## src/frame_policy_pkg.sv

```systemverilog
`default_nettype none
package frame_policy_pkg;
  // ----------------------------------------
  // Register map
  // ----------------------------------------
  localparam logic [7:0] ADDR_CTL_A = 8'h03;
  localparam logic [7:0] ADDR_CTL_B = 8'h04;
  localparam logic [7:0] RD_UNMAPPED = 8'h00;

  // ----------------------------------------
  // Control A fields
  // ----------------------------------------
  localparam int A_PASS_ALL = 7;
  localparam int A_REPEATER = 6;
  localparam int A_TX_FC = 5;
  localparam int A_RX_FC = 4;
  localparam int A_LEN_CHK = 3;
  localparam int A_AGING = 2;
  localparam int A_FAST_AGE = 1;
  localparam int A_AGGR_BACKOFF = 0;

  // ----------------------------------------
  // Control B fields
  // ----------------------------------------
  localparam int B_VLAN_DISCARD = 7;
  localparam int B_MC_STORM_DIS = 6;
  localparam int B_BP_CARRIER = 5;
  localparam int B_FAIR = 4;
  localparam int B_NO_EXC_DROP = 3;
  localparam int B_HUGE = 2;
  localparam int B_LEGAL_MAX = 1;
  localparam int B_PRIO_RESERVE = 0;

  // Strap-loaded bits are zero here until captured
  localparam logic [7:0] CTL_A_RST = 8'h34;
  localparam logic [7:0] CTL_B_RST = 8'hf1;

  // ----------------------------------------
  // Frame limits
  // ----------------------------------------
  localparam logic [15:0] LEN_TYPE_MAX = 16'h05dc;
  localparam logic [10:0] LEN_HUGE = 11'h77c;
  localparam logic [10:0] LEN_PLAIN = 11'h600;
  localparam logic [10:0] LEN_TAGGED = 11'h5f2;
  localparam logic [10:0] LEN_UNTAGGED = 11'h5ee;
  localparam logic [4:0] EXC_COLLISIONS = 5'h10;
  localparam logic [5:0] HP_RESERVE_BUFS = 6'h30;
  localparam logic [5:0] HP_RESERVE_NONE = 6'h00;

  // ----------------------------------------
  // Timing
  // ----------------------------------------
  localparam longint unsigned CLK_PERIOD_NS = 25;
  localparam longint unsigned FAST_AGE_US = 800;
  localparam longint unsigned FAST_AGE_CYC = FAST_AGE_US * 1000 / CLK_PERIOD_NS;
  localparam longint unsigned NORM_AGE_S = 200;
  localparam longint unsigned NORM_AGE_CYC = NORM_AGE_S * 64'd1000000000 / CLK_PERIOD_NS;
  localparam int AGE_CNT_W = 33;
  localparam logic [1:0] STRAP_SETTLE = 2'h3;
endpackage : frame_policy_pkg
`default_nettype wire

```

## src/age_if.sv

```systemverilog
`default_nettype none
interface age_if;
  logic enable;
  logic fast;
  logic tick;
  modport ctl (output enable, output fast, input tick);
  modport timer (input enable, input fast, output tick);
endinterface : age_if
`default_nettype wire

```

## src/age_timer.sv

```systemverilog
`default_nettype none
module age_timer
  import frame_policy_pkg::*;
#(
  parameter logic [AGE_CNT_W-1:0] FAST_CYCLES = AGE_CNT_W'(FAST_AGE_CYC),
  parameter logic [AGE_CNT_W-1:0] NORM_CYCLES = AGE_CNT_W'(NORM_AGE_CYC)
) (
  // Clock and reset
  input wire logic clk,
  input wire logic rst,
  // Control from the register bank
  age_if.timer ai
);
  logic [AGE_CNT_W-1:0] cnt_r;
  logic [AGE_CNT_W-1:0] cnt_nxt;
  logic [AGE_CNT_W-1:0] period;
  logic wrap;
  logic tick_r;

  // Switching to fast mid-period wraps at once if the count has reached FAST_CYCLES - 1, never waits out the slow count
  assign period = ai.fast ? FAST_CYCLES : NORM_CYCLES;
  assign wrap = cnt_r >= period - 1'b1;
  assign cnt_nxt = (!ai.enable || wrap) ? '0 : cnt_r + 1'b1;

  always_ff @(posedge clk or posedge rst) begin
    if (rst) begin
      cnt_r <= '0;
      tick_r <= 1'b0;
    end else begin
      cnt_r <= cnt_nxt;
      tick_r <= ai.enable && wrap;
    end
  end

  assign ai.tick = tick_r;
endmodule : age_timer
`default_nettype wire

```

## src/switch_global_frame_policy.sv

```systemverilog
`default_nettype none
module switch_global_frame_policy
  import frame_policy_pkg::*;
#(
  parameter logic [AGE_CNT_W-1:0] FAST_AGE_CYCLES = AGE_CNT_W'(FAST_AGE_CYC),
  parameter logic [AGE_CNT_W-1:0] NORM_AGE_CYCLES = AGE_CNT_W'(NORM_AGE_CYC)
) (
  // Clock and reset
  input wire logic clk,
  input wire logic rst,
  // Strap pins
  input wire logic strap_pin_backoff_collision,
  input wire logic strap_pin_max_length,
  // Register port
  input wire logic [7:0] reg_addr,
  input wire logic reg_wr,
  input wire logic reg_rd,
  input wire logic [7:0] reg_wdata,
  output logic [7:0] reg_rdata,
  output logic reg_rvalid,
  // Frame attributes
  input wire logic sniffer_active,
  input wire logic frame_start,
  input wire logic frame_done,
  input wire logic frame_bad,
  input wire logic frame_tagged,
  input wire logic [10:0] frame_len,
  input wire logic [15:0] len_type,
  input wire logic [10:0] payload_len,
  input wire logic [4:0] collisions,
  input wire logic vlan_cross,
  input wire logic known_ucast,
  // Flow control and forwarding events
  input wire logic pause_req,
  input wire logic rx_pause_frame,
  input wire logic fc_contention,
  input wire logic dest_all_ones,
  input wire logic dest_mcast,
  input wire logic mirror_req,
  // Verdicts
  output logic verdict_valid,
  output logic frame_drop,
  output logic pause_send,
  output logic pause_honor,
  output logic drop_nonfc,
  output logic throttle_fc,
  output logic storm_count,
  output logic mirror_allow,
  // Policy levels
  output logic hub_mode,
  output logic aggressive_backoff,
  output logic carrier_backpressure,
  output logic aging_on,
  output logic age_tick,
  output logic [5:0] hp_reserve
);
  // ----------------------------------------
  // Strap capture
  // ----------------------------------------
  logic [1:0] bo_sync_r;
  logic [1:0] ml_sync_r;
  logic [1:0] strap_cnt_r;
  logic strap_done_r;
  logic strap_take;

  // Pins settle through the synchroniser before being loaded
  assign strap_take = !strap_done_r && strap_cnt_r == STRAP_SETTLE;

  always_ff @(posedge clk or posedge rst) begin
    if (rst) begin
      bo_sync_r <= 2'h0;
      ml_sync_r <= 2'h0;
      strap_cnt_r <= 2'h0;
      strap_done_r <= 1'b0;
    end else begin
      bo_sync_r <= {bo_sync_r[0], strap_pin_backoff_collision};
      ml_sync_r <= {ml_sync_r[0], strap_pin_max_length};
      strap_cnt_r <= strap_done_r ? strap_cnt_r : strap_cnt_r + 2'h1;
      strap_done_r <= strap_done_r || strap_take;
    end
  end

  // ----------------------------------------
  // Control registers
  // ----------------------------------------
  logic [7:0] ctl_a_r;
  logic [7:0] ctl_b_r;
  logic [7:0] ctl_a_nxt;
  logic [7:0] ctl_b_nxt;
  logic wr_a;
  logic wr_b;
  logic [7:0] rdata_nxt;
  logic [7:0] rdata_r;
  logic rvalid_r;

  assign wr_a = reg_wr && reg_addr == ADDR_CTL_A;
  assign wr_b = reg_wr && reg_addr == ADDR_CTL_B;

  // Strap load wins over a write in the same cycle
  always_comb begin
    ctl_a_nxt = wr_a ? reg_wdata : ctl_a_r;
    ctl_b_nxt = wr_b ? reg_wdata : ctl_b_r;
    if (strap_take) begin
      ctl_a_nxt[A_AGGR_BACKOFF] = bo_sync_r[1];
      ctl_b_nxt[B_NO_EXC_DROP] = bo_sync_r[1];
      ctl_b_nxt[B_LEGAL_MAX] = ml_sync_r[1];
    end
  end

  assign rdata_nxt = (reg_addr == ADDR_CTL_A) ? ctl_a_r :
                     (reg_addr == ADDR_CTL_B) ? ctl_b_r : RD_UNMAPPED;

  always_ff @(posedge clk or posedge rst) begin
    if (rst) begin
      ctl_a_r <= CTL_A_RST;
      ctl_b_r <= CTL_B_RST;
      rdata_r <= 8'h00;
      rvalid_r <= 1'b0;
    end else begin
      ctl_a_r <= ctl_a_nxt;
      ctl_b_r <= ctl_b_nxt;
      rdata_r <= reg_rd ? rdata_nxt : rdata_r;
      rvalid_r <= reg_rd;
    end
  end

  assign reg_rdata = rdata_r;
  assign reg_rvalid = rvalid_r;

  // ----------------------------------------
  // Per-frame verdict
  // ----------------------------------------
  logic [7:0] snap_a_r;
  logic [7:0] snap_b_r;
  logic [10:0] limit;
  logic pass_all;
  logic len_drop;
  logic size_drop;
  logic col_drop;
  logic vlan_drop;
  logic drop_w;
  logic verdict_valid_r;
  logic frame_drop_r;

  // Frames already in flight keep the settings they started with
  always_ff @(posedge clk or posedge rst) begin
    if (rst) begin
      snap_a_r <= CTL_A_RST;
      snap_b_r <= CTL_B_RST;
    end else if (frame_start) begin
      snap_a_r <= ctl_a_r;
      snap_b_r <= ctl_b_r;
    end
  end

  assign limit = snap_b_r[B_HUGE] ? LEN_HUGE :
                 !snap_b_r[B_LEGAL_MAX] ? LEN_PLAIN :
                 frame_tagged ? LEN_TAGGED : LEN_UNTAGGED;
  assign pass_all = snap_a_r[A_PASS_ALL] && sniffer_active;
  assign len_drop = snap_a_r[A_LEN_CHK] && len_type < LEN_TYPE_MAX
                    && len_type != {5'h00, payload_len};
  assign size_drop = frame_len > limit;
  assign col_drop = collisions >= EXC_COLLISIONS && !snap_b_r[B_NO_EXC_DROP];
  assign vlan_drop = vlan_cross && (snap_b_r[B_VLAN_DISCARD] || !known_ucast);
  // Debug pass-all overrides every drop cause
  assign drop_w = !pass_all
                  && (frame_bad || len_drop || size_drop || col_drop || vlan_drop);

  always_ff @(posedge clk or posedge rst) begin
    if (rst) begin
      verdict_valid_r <= 1'b0;
      frame_drop_r <= 1'b0;
    end else begin
      verdict_valid_r <= frame_done;
      frame_drop_r <= frame_done && drop_w;
    end
  end

  assign verdict_valid = verdict_valid_r;
  assign frame_drop = frame_drop_r;

  // ----------------------------------------
  // Flow control and forwarding decisions
  // ----------------------------------------
  logic pause_send_r;
  logic pause_honor_r;
  logic drop_nonfc_r;
  logic throttle_fc_r;
  logic storm_count_r;
  logic mirror_allow_r;
  logic [5:0] hp_reserve_r;

  always_ff @(posedge clk or posedge rst) begin
    if (rst) begin
      pause_send_r <= 1'b0;
      pause_honor_r <= 1'b0;
      drop_nonfc_r <= 1'b0;
      throttle_fc_r <= 1'b0;
      storm_count_r <= 1'b0;
      mirror_allow_r <= 1'b0;
      hp_reserve_r <= HP_RESERVE_NONE;
    end else begin
      pause_send_r <= pause_req && ctl_a_r[A_TX_FC];
      pause_honor_r <= rx_pause_frame && ctl_a_r[A_RX_FC];
      drop_nonfc_r <= fc_contention && ctl_b_r[B_FAIR];
      throttle_fc_r <= fc_contention && !ctl_b_r[B_FAIR];
      storm_count_r <= dest_all_ones
                       || (dest_mcast && !ctl_b_r[B_MC_STORM_DIS]);
      mirror_allow_r <= mirror_req && ctl_b_r[B_VLAN_DISCARD];
      hp_reserve_r <= ctl_b_r[B_PRIO_RESERVE] ? HP_RESERVE_BUFS : HP_RESERVE_NONE;
    end
  end

  assign pause_send = pause_send_r;
  assign pause_honor = pause_honor_r;
  assign drop_nonfc = drop_nonfc_r;
  assign throttle_fc = throttle_fc_r;
  assign storm_count = storm_count_r;
  assign mirror_allow = mirror_allow_r;
  assign hp_reserve = hp_reserve_r;

  // ----------------------------------------
  // Policy levels and aging
  // ----------------------------------------
  age_if ag ();

  assign ag.enable = ctl_a_r[A_AGING];
  assign ag.fast = ctl_a_r[A_FAST_AGE];

  age_timer #(
    .FAST_CYCLES(FAST_AGE_CYCLES),
    .NORM_CYCLES(NORM_AGE_CYCLES)
  ) u_age (
    .clk(clk),
    .rst(rst),
    .ai(ag.timer)
  );

  assign age_tick = ag.tick;
  assign hub_mode = ctl_a_r[A_REPEATER];
  assign aggressive_backoff = ctl_a_r[A_AGGR_BACKOFF];
  assign carrier_backpressure = ctl_b_r[B_BP_CARRIER];
  assign aging_on = ctl_a_r[A_AGING];
endmodule : switch_global_frame_policy
`default_nettype wire

```

## config.mk

```make
export PLATFORM = sky130hd
export DESIGN_NAME = switch_global_frame_policy
export DESIGN_NICKNAME = d
export VERILOG_FILES = /design/src/frame_policy_pkg.sv /design/src/age_if.sv /design/src/age_timer.sv /design/src/switch_global_frame_policy.sv
export SDC_FILE = /design/constraint.sdc
export NUM_CORES = 1
export LEC_CHECK = 0
export BUFFER_PORTS_ARGS = -buffer_cell sky130_fd_sc_hd__buf_2
export CAP_MARGIN = 20
export CORE_MARGIN = 5
export CORE_UTILIZATION = 55
export CTS_BUF_LIST = sky130_fd_sc_hd__clkbuf_8
export CTS_CLUSTER_DIAMETER = 60
export CTS_CLUSTER_SIZE = 25
export DETAILED_ROUTE_END_ITERATION = 10
export PLACE_DENSITY_LB_ADDON = 0.25
export SLEW_MARGIN = 20
export SYNTH_ARGS = -nofsm -noshare
export SYNTH_HDL_FRONTEND = slang
export SYNTH_SLANG_ARGS = --single-unit
```

## constraint.sdc

```tcl
create_clock -name clk -period 4.6 [get_ports clk]
set_input_delay 0.23 -clock clk [delete_from_list [all_inputs] [get_ports clk]]
set_output_delay 0.23 -clock clk [all_outputs]
set_load 0.01 [all_outputs]
```

==> results.sh <==
export IMPL_power_switching_w=0.000395
export IMPL_fmax_mhz=337
export IMPL_min_period_over_period_pct=64.6
export IMPL_cts_setup_buffers=0
export IMPL_synth_cells=413
export IMPL_finalHoldViolCount=0
export IMPL_routed_via_density=5.59
export IMPL_diodes=0
export IMPL_yosysWarnings=0
export IMPL_drt_iter0_drc=209
export IMPL_grt_setup_unrepaired="no"
export IMPL_r2r_start="ctl_a_r[1]$_DFFE_PP0P_"
export IMPL_cts_resized=0
export IMPL_leakage_nw=2.32
export IMPL_cts_hold_buf=4
export IMPL_synth_seq_area_share_pct=46.5
export IMPL_grt_pass1_wl_mm=16.6
export IMPL_crit_slowest_cell="dfrtp_1"
export IMPL_drt_pass1_iterations=5
export IMPL_drc=0
export IMPL_grt_antenna_before_repair=0
export IMPL_portBuffers=97
export IMPL_cts_tree="done"
export IMPL_critPathLaunchType="register"
export IMPL_root_buffer="clkbuf_8"
export IMPL_p_int_w=0.00113
export IMPL_initial_utilization_pct=56.7
export IMPL_async_flop_share_pct=100
export IMPL_crit_buf_inv=2
export IMPL_wl_mm=9.74
export IMPL_report_final_slew_viol_count=0
export IMPL_ys_types=50
export IMPL_htree_levels=3
export IMPL_holdPathEnd="storm_count$_DFF_PP0_"
export IMPL_slew_headroom_pct=56.9
export IMPL_ioPinCount=106
export IMPL_synth_simple_area_share_pct=20.6
export IMPL_cp_max_fo=26
export IMPL_grt_pass1_vias=3584
export IMPL_num_vias=3468
export IMPL_crit_path_frequent_cell="nor3_1"
export IMPL_peakVddDrop_v=0.000233
export IMPL_clkPwrFrac_pct=39.5
export IMPL_synth_top_family_by_area="simple AND/OR/NAND/NOR gates"
export IMPL_fp_dieW_um=99.3
export IMPL_grt_util_all_layers_pct=20.4
export IMPL_hp_start="dest_all_ones"
export IMPL_clk_pin_slew_ps=100
export IMPL_rr_endpoint="u_age.cnt_r[31]$_DFF_PP0_"
export IMPL_setup_viol=0
export IMPL_grt_overflow=0
export IMPL_cts_made_buffers=9
export IMPL_max_cap_violations=0
export IMPL_coreArea_um2=7730
export IMPL_yosys_most_used_dff="dfrtp_1"
export IMPL_final_nets=617
export IMPL_min_path_cells=2
export IMPL_ant_nets=0
export IMPL_clock_sinks=81
export IMPL_crit_chain="inv_1 > ha_1 > nand4bb_1 > nor3_1 > nand3_1 > a311oi_4 > buf_4 > nor3_1"
export IMPL_insertion_delay_ps=360
export IMPL_muxShareOfSynthArea_pct=5.31
export IMPL_critPathCaptureType="register"
export IMPL_critPathRequiredTime_ps=4820
export IMPL_clockBufferDepth=2
export IMPL_critPathLaunch="ctl_a_r[1]$_DFFE_PP0P_"
export IMPL_grt_max_degree=46
export IMPL_rows=32
export IMPL_fin_skew_ps=15.1
export IMPL_fin_tns_setup_ps=0
export IMPL_synthAdderAreaFrac_pct=7.42
export IMPL_area_growth_pct=18.6
export IMPL_crit_type="register to register"
export IMPL_r2r_slack_ps=1630
export IMPL_share_comb_of_total_power_pct=10.9
export IMPL_worst_hold_slack_ps=40.7
export IMPL_wl_per_cell_um=15.7
export IMPL_synth_seq_cells=81
export IMPL_die_h_um=99.3
export IMPL_place_congestion=0.832
export IMPL_period_minus_slack_ps=2970
export IMPL_r2r_cells=8
export IMPL_p_per_area_nw_per_um2=293
export IMPL_synth_compound_area_share_pct=8.25
export IMPL_synth_edf_count=0
export IMPL_drive_gt1_share_pct=29.7
export IMPL_worstMarginPinSlew_ps=642
export IMPL_syn_area_um2=4380
export IMPL_cpPeakStageDelay_ps=680
export IMPL_pwr_share_seq_pct=49.5
export IMPL_die_area_um2=9850
export IMPL_hpwl_mm=7.17
export IMPL_synth_avg_cell_area_um2=10.6
export IMPL_worstPathArrival_ps=3190
export IMPL_synth_xor_area_share_pct=8.59
export IMPL_swShare_pct=25.9
export IMPL_status="complete, no violations"
export IMPL_critPathTopFamily="simple AND/OR/NAND/NOR gates"
export IMPL_worst_hold_path_type="primary input to register"
## cell usage after synthesis, types with 3 or more instances
| cell | count | area, um^2 |
|---|---|---|
| dfrtp_1 | 72 | 1800 |
| nand2_1 | 23 | 86.3 |
| nand4_1 | 12 | 75.1 |
| nor2_1 | 22 | 82.6 |
| a21oi_1 | 19 | 95.1 |
| buf_2 | 5 | 25.0 |
| a21o_1 | 3 | 22.5 |
| and3_1 | 4 | 25.0 |
| a22oi_1 | 8 | 60.1 |
| clkbuf_1 | 4 | 15.0 |
| nor2b_1 | 3 | 18.8 |
| and2_1 | 5 | 31.3 |
| mux2_2 | 18 | 203 |
| xnor2_1 | 25 | 219 |
| and4_1 | 4 | 35.0 |
| nor3_1 | 46 | 230 |
| ha_1 | 26 | 325 |
| nand3_1 | 16 | 80.1 |
| inv_1 | 9 | 33.8 |
| dfstp_2 | 9 | 236 |
| nor4_1 | 13 | 81.3 |
| buf_4 | 7 | 52.6 |
| mux2i_1 | 3 | 30.0 |
| xor2_1 | 18 | 158 |
| nand2b_1 | 4 | 25.0 |
| o21ai_0 | 6 | 30.0 |
## sequential cells by signal, indices dropped and copies added (netlist names), 2 cells and up
| register | flops |
|---|---|
| u_age.cnt_r | 33 |
| ctl_a_r | 8 |
| ctl_b_r | 8 |
| reg_rdata | 8 |
| snap_b_r | 4 |
| bo_sync_r | 2 |
| ml_sync_r | 2 |
| snap_a_r | 2 |
| strap_cnt_r | 2 |
## power by group through the flow
stage                     combinational (W)  sequential [W]  clock (W)
after floorplan                   0.0000930        0.000769          0
after global placement             0.000157        0.000767          0
after detailed placement           0.000165        0.000768          0
after CTS                          0.000169        0.000754   0.000612
after global routing               0.000189        0.000758   0.000647
final                              0.000166        0.000754   0.000602
## stage by stage
stage          area [um^2]  util [%]  setup slack, ps  power [W]  instances
3_5_place_dp          4920      63.7             1660   0.000933        600
6_report              5200      67.3             1630    0.00152        620
3_3_place_gp          4920      63.7             1750   0.000924        600
2_1_floorplan         4390         -             2270   0.000862        416
4_1_cts               5200      67.3             1640    0.00154        620
5_1_grt               5200      67.3             1420    0.00159        620
## cell families (layout without fill, tap and decap cells)
logic type	Yosys count	in the layout
AOI/OAI and AO/OA	50	50
xor gates and xnor gates	43	43
adders and majority gates	26	26
buffers and inverters	27	129
DFF	81	81
muxes	21	21
other	1	4
and+or+nand+nor	164	164
## final cells by class
cell class	count	area, um^2
inverter	9	35.0
sequential	81	2040
tap	102	128
clock inverter	7	110
timing repair buffer	104	548
clock buffer	9	124
fill	614	2530
multi-input combinational	308	2210
## how the worst max path moves through the flow
| stage | endpoint | slack, ps | cells after the start |
|---|---|---|---|
| finish | u_age.cnt_r[31]$_DFF_PP0_ | 1630 | 8 |
| global route | u_age.cnt_r[31]$_DFF_PP0_ | 1420 | 8 |
| CTS | u_age.cnt_r[11]$_DFF_PP0_ | 1640 | 8 |
| detailed placement | u_age.cnt_r[4]$_DFF_PP0_ | 1660 | 8 |
| global placement | u_age.cnt_r[27]$_DFF_PP0_ | 1750 | 8 |
| floorplan | u_age.cnt_r[10]$_DFF_PP0_ | 2270 | 7 |
## placed cells by master, fill, tap and decap left out, types with 2 or more instances in the layout
cell,count
ha_1,26
nand3_1,16
conb_1,4
or2_2,2
buf_4,3
mux2_2,18
mux2i_1,3
and2_1,5
nor4_4,2
a31oi_1,2
nand2b_1,4
nand4_1,12
dlygate4sd3_1,4
nand4bb_1,2
and4_1,4
clkbuf_8,9
a21o_1,3
dfrtp_1,72
buf_2,97
a211oi_1,2
nor3_1,46
o21ai_0,6
inv_1,8
nor2_1,22
a22oi_1,8
xnor2_1,25
a21oi_1,19
nor4_1,13
nor2b_1,3
dfstp_2,9
inv_6,3
bufinv_16,2
xor2_1,18
and3_1,4
nand2_1,23
## routing by layer
layer  routed length (um)  vias up  GRT usage (%)  share of wire, %
met5                    0        -              0                 0
met3                  622        9           4.63               6.4
met1                 4330     1659           26.6                44
met4                  121        0           5.78               1.2
li1                     -     1696              -                 -
met2                 4670      104           34.2                48
Power figures use the tool's default switching activity.
